[src/design/spm_pkg.sv]
// Shared constants, types and helpers of the system prescaler and power modes
package spm_pkg;

   ////////////////////////////////////////////////////////////////////////////////
   // Prescaler
   localparam int unsigned PRESC_W     = 13;
   localparam logic [12:0] PRESC_RST   = 13'h0000;
   localparam logic [12:0] PRESC_ONE   = 13'h0001;
   localparam logic [12:0] PRESC_FULL  = 13'h1fff;
   localparam int unsigned TAP_SEL_W   = 4;
   localparam logic [3:0]  TAP_SEL_MAX = 4'hc;      // Tap code for divide by 8192
   localparam int unsigned NUM_PERIPH  = 8;

   ////////////////////////////////////////////////////////////////////////////////
   // System clock division codes and terminal counts
   localparam logic [2:0] SYSDIV_1     = 3'h0;
   localparam logic [2:0] SYSDIV_8     = 3'h1;
   localparam logic [2:0] SYSDIV_16    = 3'h2;
   localparam logic [2:0] SYSDIV_32    = 3'h3;
   localparam logic [2:0] SYSDIV_64    = 3'h4;
   localparam logic [5:0] SYSDIV_LIM_1  = 6'h00;
   localparam logic [5:0] SYSDIV_LIM_8  = 6'h07;
   localparam logic [5:0] SYSDIV_LIM_16 = 6'h0f;
   localparam logic [5:0] SYSDIV_LIM_32 = 6'h1f;
   localparam logic [5:0] SYSDIV_LIM_64 = 6'h3f;
   localparam logic [5:0] SYSDIV_CNT_RST = 6'h00;

   ////////////////////////////////////////////////////////////////////////////////
   // Standby exit wait
   localparam int unsigned WAIT_W      = 18;
   localparam logic [17:0] WAIT_RST    = 18'h00000;
   localparam logic [17:0] WAIT_ONE    = 18'h00001;
   localparam int unsigned WAIT_1K     = 1024;
   localparam int unsigned WAIT_128    = 128;
   localparam int unsigned WAIT_16     = 16;
   localparam logic [2:0]  WSEL_8K     = 3'h0;
   localparam logic [2:0]  WSEL_16K    = 3'h1;
   localparam logic [2:0]  WSEL_32K    = 3'h2;
   localparam logic [2:0]  WSEL_64K    = 3'h3;
   localparam logic [2:0]  WSEL_128K   = 3'h4;
   localparam logic [2:0]  WSEL_1K     = 3'h5;
   localparam logic [2:0]  WSEL_128    = 3'h6;
   localparam logic [2:0]  WSEL_16     = 3'h7;

   ////////////////////////////////////////////////////////////////////////////////
   // Operating modes
   typedef enum logic [4:0]
   {
      SPM_ACTIVE   = 5'h01,
      SPM_SLEEP    = 5'h02,
      SPM_STANDBY  = 5'h04,
      SPM_SUBSLEEP = 5'h08,
      SPM_WAKE     = 5'h10
   } spm_mode_type;

   // Low-bit mask of a tap: sel + 1 ones, clamped at the top tap
   function automatic logic [12:0] spm_tap_mask(input logic [3:0] sel);
      logic [3:0] s;
      s = (sel > TAP_SEL_MAX) ? TAP_SEL_MAX : sel;
      return PRESC_FULL >> (TAP_SEL_MAX - s);
   endfunction

   // Terminal count of the system clock divider
   function automatic logic [5:0] spm_sysdiv_lim(input logic [2:0] sel);
      logic [5:0] lim;
      case (sel)
         SYSDIV_1:  lim = SYSDIV_LIM_1;
         SYSDIV_8:  lim = SYSDIV_LIM_8;
         SYSDIV_16: lim = SYSDIV_LIM_16;
         SYSDIV_32: lim = SYSDIV_LIM_32;
         default:   lim = SYSDIV_LIM_64;
      endcase
      return lim;
   endfunction

endpackage

[src/design/spm_sysdiv.sv]
// System clock divider: one-cycle enable pulse at the selected fraction of MCLK
`timescale 1ns/1ps
`default_nettype none
module spm_sysdiv
   import spm_pkg::*;
(
   input  wire logic       clk,
   input  wire logic       rst,
   input  wire logic       run,
   input  wire logic [2:0] sel,
   output var  logic       en_q
);

   logic [5:0] cnt_q;
   logic [5:0] lim;

   assign lim = spm_sysdiv_lim(sel);

   ////////////////////////////////////////////////////////////////////////////////
   // Divider count, held at zero while the generator is stopped
   always_ff @(posedge clk)
   begin
      if (rst || !run)
      begin
         cnt_q <= SYSDIV_CNT_RST;
         en_q  <= 1'b0;
      end
      else if (cnt_q >= lim)
      begin
         cnt_q <= SYSDIV_CNT_RST;
         en_q  <= 1'b1;
      end
      else
      begin
         cnt_q <= cnt_q + 6'h01;
         en_q  <= 1'b0;
      end
   end

endmodule
`default_nettype wire

[src/design/spm_tap.sv]
// Per-peripheral tap: picks one prescaler bit and emits its divided tick
`timescale 1ns/1ps
`default_nettype none
module spm_tap
   import spm_pkg::*;
(
   input  wire logic        clk,
   input  wire logic        rst,
   input  wire logic [12:0] count,
   input  wire logic        adv,
   input  wire logic [3:0]  sel,
   input  wire logic        halt,
   output var  logic        tick_q
);

   logic [12:0] mask;

   assign mask = spm_tap_mask(sel);

   ////////////////////////////////////////////////////////////////////////////////
   // Tick when the chosen bit is about to toggle high to low
   always_ff @(posedge clk)
   begin
      if (rst)
         tick_q <= 1'b0;
      else
         tick_q <= adv && !halt && ((count & mask) == mask);
   end

endmodule
`default_nettype wire

[src/design/spm_top.sv]
// System prescaler and power-mode control, with mode checks
`timescale 1ns/1ps
`default_nettype none
module spm_top
   import spm_pkg::*;
#(
   parameter int unsigned WAIT_8K   = 8192,
   parameter int unsigned WAIT_16K  = 16384,
   parameter int unsigned WAIT_32K  = 32768,
   parameter int unsigned WAIT_64K  = 65536,
   parameter int unsigned WAIT_128K = 131072
)
(
   input  wire logic                          MCLK,
   input  wire logic                          RST,
   input  wire logic                          SLEEP_EXEC,
   input  wire logic                          WAKE_IRQ,
   input  wire logic                          SOFTWARE_STANDBY_SELECT,
   input  wire logic                          SUBSLEEP_SELECT,
   input  wire logic [2:0]                    STANDBY_WAIT_SEL,
   input  wire logic [2:0]                    SYSCLK_DIV_SEL,
   input  wire logic [NUM_PERIPH-1:0]         MODULE_STANDBY,
   input  wire logic [NUM_PERIPH*TAP_SEL_W-1:0] PERIPH_DIV_SEL,
   output var  logic                          CPU_CLK_EN,
   output var  logic [NUM_PERIPH-1:0]         PERIPH_CLK_EN,
   output var  logic [NUM_PERIPH-1:0]         PERIPH_TICK,
   output var  logic                          PORT_HOLD,
   output var  logic                          OSC_RUN,
   output var  logic [4:0]                    MODE_STATE
);

   spm_mode_type mode_q;
   spm_mode_type mode_d;
   logic [12:0]  presc_q;
   logic [17:0]  wait_q;
   logic [17:0]  wait_load;
   logic         sys_en;
   logic         gen_run;
   logic         presc_run;
   logic         presc_adv;

   ////////////////////////////////////////////////////////////////////////////////
   // Clock generator runs except while stopped in standby or subsleep
   assign gen_run   = (mode_q != SPM_STANDBY) && (mode_q != SPM_SUBSLEEP);
   assign presc_run = (mode_q == SPM_ACTIVE) || (mode_q == SPM_SLEEP);
   assign presc_adv = presc_run && sys_en;

   // System clock enable from the oscillator divider
   spm_sysdiv u_sysdiv
   (
      .clk  (MCLK),
      .rst  (RST),
      .run  (gen_run),
      .sel  (SYSCLK_DIV_SEL),
      .en_q (sys_en)
   );

   ////////////////////////////////////////////////////////////////////////////////
   // Prescaler count; internal only, no processor path
   always_ff @(posedge MCLK)
   begin
      if (RST)
         presc_q <= PRESC_RST;
      else if (!presc_run)
         presc_q <= PRESC_RST;
      else if (sys_en)
         presc_q <= presc_q + PRESC_ONE;
   end

   ////////////////////////////////////////////////////////////////////////////////
   // One tap selector per peripheral
   generate
      for (genvar i = 0; i < NUM_PERIPH; i++)
      begin : g_tap
         spm_tap u_tap
         (
            .clk    (MCLK),
            .rst    (RST),
            .count  (presc_q),
            .adv    (presc_adv),
            .sel    (PERIPH_DIV_SEL[i*TAP_SEL_W +: TAP_SEL_W]),
            .halt   (MODULE_STANDBY[i]),
            .tick_q (PERIPH_TICK[i])
         );
      end
   endgenerate

   ////////////////////////////////////////////////////////////////////////////////
   // Exit wait length from the standby wait select
   always_comb
   begin
      case (STANDBY_WAIT_SEL)
         WSEL_8K:   wait_load = 18'(WAIT_8K - 1);
         WSEL_16K:  wait_load = 18'(WAIT_16K - 1);
         WSEL_32K:  wait_load = 18'(WAIT_32K - 1);
         WSEL_64K:  wait_load = 18'(WAIT_64K - 1);
         WSEL_128K: wait_load = 18'(WAIT_128K - 1);
         WSEL_1K:   wait_load = 18'(WAIT_1K - 1);
         WSEL_128:  wait_load = 18'(WAIT_128 - 1);
         default:   wait_load = 18'(WAIT_16 - 1);
      endcase
   end

   ////////////////////////////////////////////////////////////////////////////////
   // Mode sequencing
   always_comb
   begin
      mode_d = mode_q;
      case (mode_q)
         SPM_ACTIVE:
         begin
            if (SLEEP_EXEC)
            begin
               if (SOFTWARE_STANDBY_SELECT)
                  mode_d = SPM_STANDBY;
               else if (SUBSLEEP_SELECT)
                  mode_d = SPM_SUBSLEEP;
               else
                  mode_d = SPM_SLEEP;
            end
         end
         SPM_SLEEP:
         begin
            if (WAKE_IRQ)
               mode_d = SPM_ACTIVE;
         end
         SPM_STANDBY,
         SPM_SUBSLEEP:
         begin
            if (WAKE_IRQ)
               mode_d = SPM_WAKE;
         end
         SPM_WAKE:
         begin
            if (wait_q == WAIT_RST)
               mode_d = SPM_ACTIVE;
         end
         default:
            mode_d = SPM_ACTIVE;
      endcase
   end

   // Mode register
   always_ff @(posedge MCLK)
   begin
      if (RST)
         mode_q <= SPM_ACTIVE;
      else
         mode_q <= mode_d;
   end

   // Exit wait counter, loaded on the wake request
   always_ff @(posedge MCLK)
   begin
      if (RST)
         wait_q <= WAIT_RST;
      else if (mode_d == SPM_WAKE && mode_q != SPM_WAKE)
         wait_q <= wait_load;
      else if (mode_q == SPM_WAKE && wait_q != WAIT_RST)
         wait_q <= wait_q - WAIT_ONE;
   end

   ////////////////////////////////////////////////////////////////////////////////
   // Registered CPU and peripheral clock enables
   always_ff @(posedge MCLK)
   begin
      if (RST)
      begin
         CPU_CLK_EN    <= 1'b0;
         PERIPH_CLK_EN <= '0;
      end
      else
      begin
         CPU_CLK_EN    <= sys_en && (mode_q == SPM_ACTIVE);
         PERIPH_CLK_EN <= (sys_en && presc_run) ? ~MODULE_STANDBY : '0;
      end
   end

   // Port hold, generator state and mode report
   always_ff @(posedge MCLK)
   begin
      if (RST)
      begin
         PORT_HOLD  <= 1'b0;
         OSC_RUN    <= 1'b0;
         MODE_STATE <= SPM_ACTIVE;
      end
      else
      begin
         PORT_HOLD  <= (mode_q == SPM_SUBSLEEP);
         OSC_RUN    <= gen_run;
         MODE_STATE <= mode_q;
      end
   end
endmodule
`default_nettype wire

[config.mk]
export PLATFORM = sky130hd
export DESIGN_NAME = spm_top
export DESIGN_NICKNAME = d
export VERILOG_FILES = /design/src/design/spm_pkg.sv /design/src/design/spm_sysdiv.sv /design/src/design/spm_tap.sv /design/src/design/spm_top.sv
export SDC_FILE = /design/constraint.sdc
export NUM_CORES = 1
export LEC_CHECK = 0
export ABC_CLOCK_PERIOD_IN_PS = 4300
export BUFFER_PORTS_ARGS = -buffer_cell sky130_fd_sc_hd__buf_2
export CAP_MARGIN = 20
export CORE_MARGIN = 3
export CORE_UTILIZATION = 50
export DETAILED_ROUTE_END_ITERATION = 10
export PLACE_DENSITY = 0.74
export SYNTH_ARGS = -nofsm -noshare
export SYNTH_HDL_FRONTEND = slang
export SYNTH_HIERARCHICAL = 1
export SYNTH_SLANG_ARGS = --single-unit
[constraint.sdc]
create_clock -name MCLK -period 4.3 [get_ports MCLK]
set_input_delay 0.645 -clock MCLK [delete_from_list [all_inputs] [get_ports MCLK]]
set_output_delay 0.645 -clock MCLK [all_outputs]
set_load 0.01 [all_outputs]
After elaboration in Yosys (flattened, before gate mapping)
Index checks and enable logic that the tools add are counted.
{"block": "totals", "register_bits": 67, "word_cells": 144}
{"block": "classes", "n_reduce_logical": 41, "shift": 8, "n_mux": 20, "addsub": 11, "magnitude_cmp": 9, "eq_ne": 26, "bitwise_logic": 11}
{"operator": "one-hot mux 17 bit (7 select lines)", "n": 1}
{"operator": "AND 13 bit", "n": 8}
{"operator": "equality test 13 bit", "n": 8}
{"operator": "right shift 13 x 4 -> 13 bit, first input constant", "n": 8}
{"operator": "two-way mux 4 bit", "n": 10}
{"operator": "two-way mux 18 bit", "n": 2}
{"operator": "greater-than comparator 4 bit, second input constant", "n": 8}
{"operator": "subtractor 4 bit, first input constant", "n": 8}
{"operator": "one-hot mux 6 bit (4 select lines)", "n": 1}
{"operator": "logical AND 1 bit", "n": 21}
{"operator": "two-way mux 5 bit", "n": 4}
{"operator": "one-hot mux 5 bit (4 select lines)", "n": 1}
{"operator": "logical NOT 18 bit", "n": 1}
{"operator": "nonzero test 18 bit", "n": 1}
{"operator": "subtractor 18 x 1 -> 18 bit, second input constant", "n": 1}
{"operator": "adder 13 x 1 -> 13 bit, second input constant", "n": 1}
{"operator": "equality test 3 x 2 -> 1 bit, second input constant", "n": 4}
{"operator": "equality test 5 bit, second input constant", "n": 2}
{"operator": "equality test 3 bit, second input constant", "n": 3}
{"operator": "logical NOT 1 bit", "n": 9}
{"operator": "inverter 8 bit", "n": 1}
{"operator": "OR reduction 2 bit", "n": 4}
{"operator": "adder 6 x 1 -> 6 bit, second input constant", "n": 1}
{"operator": "equality test 3 x 1 -> 1 bit, second input constant", "n": 2}
{"operator": "13 further kinds", "n": 16}

Logic depth before layout (Yosys ltp)
Gate-level depths: netlist (run 1).
{"block": "depth", "word_depth": 7, "mapped_depth": 10}

Modules after synthesis
The synthesis (run 1) kept the hierarchy.
{"mod": "spm_top", "cells_each": 265, "seq_area_each_um2": 1041.0, "area_each_um2": 2442.3, "instances": 1}
{"mod": "spm_tap at g_tap[0].u_tap ...", "cells_each": 35, "seq_area_each_um2": 20.0, "area_each_um2": 260.2, "instances": 4}
{"mod": "spm_tap at g_tap[2].u_tap ...", "cells_each": 34, "seq_area_each_um2": 20.0, "area_each_um2": 251.5, "instances": 4}
{"mod": "spm_sysdiv", "cells_each": 46, "seq_area_each_um2": 140.1, "area_each_um2": 429.2, "instances": 1}

Least setup slack after synthesis (run 1)
No wires, ideal clock.
{"block": "synth_path", "kind": "input to register", "start": "input PERIPH_DIV_SEL[10]", "end": "register g_tap[2].u_tap.tick_q", "stages": 9, "arrival_ns": 2.068, "n_path_buf": 0, "required_time_ns": 4.212, "path_slack_ns": 2.144, "cell_sequence": "nand2_1 > and2_1 > inv_1 > ha_1 > inv_1 > ha_1 > a2111oi_2 > a32oi_1 > nor4_2"}
{"block": "synth_between", "elab_chain_cells": 7}
{"element": "from (decl)", "line": "spm_top.sv:23", "source": "input wire logic [NUM_PERIPH*TAP_SEL_W-1:0] PERIPH_DIV_SEL,"}
{"element": "greater-than comparator 4 bit", "line": "spm_pkg.sv:59", "source": "s = (sel > TAP_SEL_MAX) ? TAP_SEL_MAX : sel;"}
{"element": "two-way mux 4 bit (*)", "line": "spm_pkg.sv:59"}
{"element": "subtractor 4 bit (*)", "line": "spm_pkg.sv:60", "source": "return PRESC_FULL >> (TAP_SEL_MAX - s);"}
{"element": "right shift 13 x 4 -> 13 bit (*)", "line": "spm_pkg.sv:60"}
{"element": "AND 13 bit", "line": "spm_tap.sv:27", "source": "tick_q <= adv && !halt && ((count & mask) == mask);"}
{"element": "equality test 13 bit (*)", "line": "spm_tap.sv:27"}
{"element": "logical AND 1 bit (*)", "line": "spm_tap.sv:27"}
{"element": "to (signal assigned)", "line": "spm_tap.sv:27"}
{"element": "to (decl)", "line": "spm_tap.sv:13", "source": "output var logic tick_q"}
Mark *: on every way between the ends. The rest lies on a longest branch, timed or not.
A chain may end at the register's enable or synchronous reset.

Worst setup path after layout (run 1)
{"block": "layout_path", "start": "register wait_q[11]", "end": "register wait_q[3]"}
{"block": "layout_between", "elab_chain_cells": 6, "elab_cells_between_ends": 9, "classes_between": "eq/ne: 1; mux: 3; reduce/logical: 5"}
{"element": "from (decl)", "line": "spm_top.sv:35", "source": "logic [17:0] wait_q;"}
{"element": "from (signal assigned)", "line": "spm_top.sv:158", "source": "wait_q <= wait_load;"}
{"element": "from (signal assigned)", "line": "spm_top.sv:160", "source": "wait_q <= wait_q - WAIT_ONE;"}
{"element": "logical NOT 18 bit", "line": "spm_top.sv:135", "source": "if (wait_q == WAIT_RST)"}
{"element": "two-way mux 5 bit", "line": "spm_top.sv:135"}
{"element": "one-hot mux 5 bit (4 select lines)", "line": "spm_top.sv:109", "source": "case (mode_q)"}
{"element": "equality test 5 bit", "line": "spm_top.sv:157", "source": "else if (mode_d == SPM_WAKE && mode_q != SPM_WAKE)"}
{"element": "logical AND 1 bit", "line": "spm_top.sv:157"}
{"element": "two-way mux 18 bit or nonzero test 2 bit (tied branches)"}
Several ways; a longest one is shown, not always the timed one.

==> flow_summary.json, run 1 <==
{
  "die_area_mm2": 0.01106,
  "period_share_pct": 53.20,
  "drv_cap": 0,
  "syn_nets": 680,
  "synth_ff_type": "dfxtp_1",
  "post_cts_buffers": 0,
  "r2r-start": "wait_q[11]$_SDFFE_PP0P_",
  "rsz0062_at_grt": "false",
  "die_y_um": 105.2,
  "crit_slowest_cell": "or4_1",
  "insertion_delay_ns": 0.35,
  "cts.clk_slew.worst_paths_ns": 0.08,
  "synth_area_mm2": 0.004918,
  "drt-wirelength-per-cell_um": 15.44,
  "cts_tree": "yes",
  "crit_arrival_ns": 2.50,
  "crit_path_max_fanout": 8,
  "ant_nets": 0,
  "routed_wl_um": 12130,
  "drive_above_1_share_pct": 23.74,
  "grt_pass1_wl_um": 20240,
  "cts-resized-gates": 0,
  "htreeDepth": 3,
  "cts_hold_buf": 0,
  "slew_headroom_pct": 38.46,
  "vdd_drop_max_uv": 141.1,
  "cp_data_required_time_ns": 4.51,
  "io_buffer_count": 75,
  "die_x_um": 105.2,
  "multiInputGateArea_mm2": 0.003291,
  "grt_overflow": 0,
  "start_kind": "flop",
  "crit_type": "flop to flop",
  "hold_viol": 0,
  "worst_pin_slew_ns": 0.9218,
  "fmaxAchievable_mhz": 437.1,
  "ys_ff_latch": 67,
  "syn_area_per_cell_um2": 8.379,
  "cts-root-buf": "clkbuf_8",
  "dr.pass1.iters": 7,
  "coreArea_mm2": 0.009415,
  "dp_hpwl_um": 8537,
  "clock_sinks": 67,
  "crit_family": "simple AND/OR/NAND/NOR gates",
  "fin_nets": 745,
  "final_util_pct": 59.02,
  "vias": 4510,
  "min-delay-start": "MODULE_STANDBY[4]",
  "antenna_found_initial": 0,
  "critPathBufInv": 0,
  "grt_pass1_vias": 4344,
  "leakagePower_nw": 2.291,
  "yosysWarnings": 6,
  "seqCellArea_mm2": 0.001341,
  "synth_cell_types": 73,
  "synth.most_common_cell": "dfxtp_1",
  "yosysSeqAreaShare_pct": 27.27,
  "reg2regPathDepth": 5,
  "n_antenna_cell": 0,
  "synthCells": 587,
  "synthArstFlopShare_pct": 0,
  "hold_class": "input port to flop",
  "initial_core_util_pct": 52.24,
  "r2r_slack_ns": 2.01,
  "io-pin-count": 76,
  "synthToLayoutAreaGrowth_pct": 12.97,
  "max_stage_delay_ns": 0.66,
  "setup_viol": 0,
  "power_density_mw_per_mm2": 267.8,
  "clk_path_buf_depth": 2,
  "crit_chain": "or4_4 -> or4_1 -> o211ai_1 -> xor2_1 -> a21oi_1",
  "dr.first_iter.drc_count": 242,
  "synth.top_cell.area_share_pct": 27.27,
  "cts_made_buffers": 9,
  "r2r_end": "wait_q[3]$_SDFFE_PP0P_",
  "num-fill-cells": 842,
  "synth-edff-count": 0,
  "hold_end": "PERIPH_CLK_EN[4]$_SDFF_PP0_",
  "cp-end-kind": "flop",
  "status": "finished, final reports clean",
  "skew_ns": 0.01252,
  "fin_hold_ws_ns": 0.4527,
  "finalSetupTns_ns": 0,
  "synth.top_cells.by_count": "dfxtp_1 (67), nor2_1 (54), inv_1 (50)",
  "gp_congestion": 0.9049,
  "synth_area_leaders": "dfxtp_1 (27%), ha_1 (10%), nor2_1 (4.1%)",
  "grt_max_degree": 35,
  "finalWorstPathRequiredPeriod_ns": 2.288,
  "grt_use_total_pct": 22.07,
  "drv_slew": 0,
  "vias_per_cell": 5.738,
  "min_path_cells": 2,
  "rows": 35,
  "drc": 0,
  "synth_top_cell_by_area": "dfxtp_1"
}
==> cell usage in the layout (no fill, tap or decap), types with 5 or more instances in the layout <==
cell	n
a2111oi_2	6
a211oi_1	5
a21oi_1	26
a221oi_2	8
a32oi_1	8
and2_1	9
and3_1	5
and4b_1	8
buf_2	75
clkbuf_8	9
dfxtp_1	67
ha_1	41
inv_1	50
nand2_1	38
nand2b_1	15
nand3_1	30
nand4_1	7
nor2_1	54
nor2b_1	24
nor3_1	11
nor4_2	9
o21ai_0	9
o21ai_1	12
o22ai_1	5
or2_2	10
xnor2_1	12
xor2_1	16
==> area by class of cell <==
cell class / count / area share, %
flip-flops and latches: 67 / 24.14
clock buffers: 10 / 2.297
repair buffers: 75 / 6.755
multi-input cells: 449 / 59.22
well taps: 129 / 2.905
inverters: 50 / 3.378
clock inverters: 6 / 1.306
==> logic make-up after synthesis <==
group	share of synthesized area, %
compound gates	20.35
xor+xnor	4.986
fa+ha+maj	10.43
buf+inv	5.825
flops	27.27
mux	0.2035
simple gates	30.93
==> how the worst max path moves through the flow <==
stage | startpoint | end | slack [ns] | cells after the start
2_1_floorplan | PERIPH_DIV_SEL[10] | g_tap[2].u_tap/tick_q$_SDFF_PP0_ | 2.14 | 9
3_3_place_gp | PERIPH_DIV_SEL[18] | g_tap[4].u_tap/tick_q$_SDFF_PP0_ | 1.96 | 10
3_5_place_dp | PERIPH_DIV_SEL[30] | g_tap[7].u_tap/tick_q$_SDFF_PP0_ | 1.83 | 10
4_1_cts | wait_q[11]$_SDFFE_PP0P_ | wait_q[3]$_SDFFE_PP0P_ | 2.02 | 5
5_1_grt | presc_q[1]$_SDFFE_PP0P_ | presc_q[8]$_SDFFE_PP0P_ | 1.88 | 6
6_report | wait_q[11]$_SDFFE_PP0P_ | wait_q[3]$_SDFFE_PP0P_ | 2.01 | 5
==> report_power, final <==
part	leakage, nW	internal, mW	switching, mW
clock network	0.0979	0.275	0.264
logic	1.65	0.127	0.176
registers	0.541	0.631	0.0149
==> worst reg2reg max path, cell delays in order (launching register included) <==
cell,delay (ns)
dfxtp_1,0.35
or4_4,0.59
or4_1,0.67
o211ai_1,0.31
xor2_1,0.17
a21oi_1,0.08
==> state kept, by name (all words and copies together), names as in the netlist <==
register            cells
g_tap.u_tap/tick_q      8
PERIPH_CLK_EN           8
MODE_STATE              5
u_sysdiv/en_q           1
presc_q                13
OSC_RUN                 1
PORT_HOLD               1
CPU_CLK_EN              1
wait_q                 18
u_sysdiv/cnt_q          6
mode_q                  5
==> layer usage <==
metal / part of all wire [%] / GRT usage (%) / wire length (um)
met1: 45 / 28.40 / 5508
met2: 48 / 37.11 / 5775
met3: 5.8 / 4.694 / 703
met4: 1.2 / 6.186 / 146
met5: 0 / 0 / 0
==> stage by stage <==
| step | power (mW) | cell area (um^2) | setup WS, ns | std cells |
|---|---|---|---|---|
| 3_5_place_dp | 0.9583 | 5356 | 1.825 | 770 |
| 6_report | 1.488 | 5557 | 2.012 | 786 |
| 3_3_place_gp | 0.9424 | 5356 | 1.960 | 770 |
| 4_1_cts | 1.500 | 5557 | 2.020 | 786 |
| 2_1_floorplan | 0.8837 | 4918 | 2.144 | 587 |
| 5_1_grt | 1.563 | 5557 | 1.883 | 786 |
Power figures use the tool's default switching activity.
==> run 2: changes to the inputs <==
--- a/config.mk
+++ b/config.mk
@@ -5,7 +5,7 @@
 export SDC_FILE = /design/constraint.sdc
 export NUM_CORES = 1
 export LEC_CHECK = 0
-export ABC_CLOCK_PERIOD_IN_PS = 4300
+export ABC_CLOCK_PERIOD_IN_PS = 2300
 export BUFFER_PORTS_ARGS = -buffer_cell sky130_fd_sc_hd__buf_2
 export CAP_MARGIN = 20
 export CORE_MARGIN = 3
==> constraint.sdc (replaced) <==
create_clock -name MCLK -period 2.3 [get_ports MCLK]
set_input_delay 0.345 -clock MCLK [delete_from_list [all_inputs] [get_ports MCLK]]
set_output_delay 0.345 -clock MCLK [all_outputs]
set_load 0.01 [all_outputs]
==> flow_summary.json, run 2 (same netlist as run 1, synthesis figures left out) <==
{
  "min_path_cells": 2,
  "cts_tree": "yes",
  "coreArea_mm2": 0.009415,
  "routed_wl_um": 12240,
  "cp-end-kind": "flop",
  "grt_pass1_wl_um": 20490,
  "dr.pass1.iters": 5,
  "vias": 4603,
  "synthToLayoutAreaGrowth_pct": 16.48,
  "post_cts_buffers": 0,
  "drv_slew": 0,
  "hold_class": "input port to flop",
  "grt_use_total_pct": 22.34,
  "crit_type": "flop to flop",
  "cts-root-buf": "clkbuf_8",
  "fin_ws_ns": 0.1778,
  "worst_pin_slew_ns": 0.5557,
  "antenna_found_initial": 0,
  "fmaxAchievable_mhz": 471.2,
  "power_density_mw_per_mm2": 509.0,
  "insertion_delay_ns": 0.35,
  "die_area_mm2": 0.01106,
  "clk_path_buf_depth": 2,
  "rsz0062_at_grt": "false",
  "io-pin-count": 76,
  "start_kind": "flop",
  "cts.clk_slew.worst_paths_ns": 0.08,
  "io_buffer_count": 75,
  "finalSetupTns_ns": 0,
  "grt_overflow": 0,
  "vdd_drop_max_uv": 357.1,
  "final_cell_mix": "buf_2 (75), dfxtp_1 (67), nor2_1 (54), inv_1 (50), ha_1 (41)",
  "dr.first_iter.drc_count": 418,
  "fin_nets": 764,
  "initial_core_util_pct": 52.24,
  "grt_pass1_vias": 4397,
  "n_antenna_cell": 0,
  "vias_per_cell": 5.718,
  "cts_hold_buf": 0,
  "crit_path_max_fanout": 10,
  "crit_arrival_ns": 2.39,
  "num-fill-cells": 833,
  "drc": 0,
  "seqCellArea_mm2": 0.001341,
  "top_register": "wait_q",
  "hold_viol": 0,
  "reg2regPathDepth": 5,
  "slew_headroom_pct": 62.91,
  "die_y_um": 105.2,
  "cp_data_required_time_ns": 2.57,
  "drt-wirelength-per-cell_um": 15.20,
  "dp_hpwl_um": 8909,
  "rows": 35,
  "multiInputGateArea_mm2": 0.003294,
  "period_share_pct": 92.27,
  "gp_congestion": 0.8707,
  "setup_viol": 0,
  "leakagePower_nw": 2.399,
  "drv_cap": 0,
  "reg.largest.list": "wait_q (18), presc_q (13)",
  "htreeDepth": 3,
  "grt_max_degree": 25,
  "status": "finished, final reports clean",
  "final_common_cell": "buf_2",
  "post-place-ws_ns": 0.07076,
  "drive_above_1_share_pct": 26.04,
  "clock_sinks": 67,
  "skew_ns": 0.01293,
  "die_x_um": 105.2,
  "cts_made_buffers": 9,
  "largest_reg_flops": 18,
  "finalWorstPathRequiredPeriod_ns": 2.122,
  "ant_nets": 0
}
==> run 2: cell types whose count changed in the layout (fill, tap and decap cells not counted), sizes merged <==
cell and delta:
bufinv +1, buf +19, inv -2, clkbuf +1
==> run 2: metrics by stage <==
stage / hold WS [ns] / std cells / area [um^2] / power [mW] / utilization (%)
after global placement: 0.4424 / 789 / 5499 / 1.778 / 58.41
after CTS: 0.1500 / 805 / 5725 / 2.932 / 60.81
after floorplan: 0.4174 / 587 / 4918 / 1.652 / -
final: 0.1633 / 805 / 5729 / 2.916 / 60.85
after detailed placement: 0.4658 / 789 / 5499 / 1.803 / 58.41
after global routing: 0.1570 / 805 / 5729 / 3.059 / 60.85
==> run 2: worst paths after layout <==
kind	startpoint	to	slack, ns
worst max-delay path	mode_q[0]$_SDFF_PP1_	wait_q[15]$_SDFFE_PP0P_	0.18
worst min-delay path	MODULE_STANDBY[1]	PERIPH_CLK_EN[1]$_SDFF_PP0_	0.16
worst max register to register	mode_q[0]$_SDFF_PP1_	wait_q[15]$_SDFFE_PP0P_	0.18
worst min register to register	u_sysdiv/cnt_q[0]$_SDFF_PP0_	u_sysdiv/cnt_q[0]$_SDFF_PP0_	0.48
==> run 2: layout make-up <==
cell class	instances	share of cell area, %
flip-flops and latches	67	23.41
inverters	50	3.276
clock inverters	5	1.485
multi-input cells	449	57.50
clock buffers	11	2.468
well taps	129	2.817
repair buffers	94	9.041
==> run 2: per-layer routing <==
| metal | global-route usage [%] | wire length [um] | up-vias | share of wire (%) |
|---|---|---|---|---|
| met5 | 0 | 0 | - | 0 |
| met4 | 7.591 | 178 | 0 | 1.5 |
| met3 | 4.015 | 774 | 17 | 6.3 |
| met2 | 36.84 | 5819 | 158 | 48 |
| met1 | 29.28 | 5464 | 2173 | 45 |
| li1 | - | - | 2255 | - |
==> run 2: report_power, final <==
part	total, mW	internal, mW	leakage (nW)	switching, mW
registers	1.20	1.18	0.541	0.0229
clock network	1.13	0.647	0.110	0.484
logic	0.583	0.248	1.75	0.335
total	2.92	2.07	2.40	0.841
==> run 2: worst max-delay path, stage by stage, from the launching register on <==
cell and delay, ns:
dfxtp_1 0.39, nand2b_4 0.19, or4_1 0.64, a21oi_1 0.46, o21ai_0 0.17, a31oi_1 0.20
==> run 2: what timing repair did <==
item,4_1_cts,5_1_grt
endpoints found under the setup margin,0,4
gates resized for setup,0,1
hold endpoints to repair,0,0
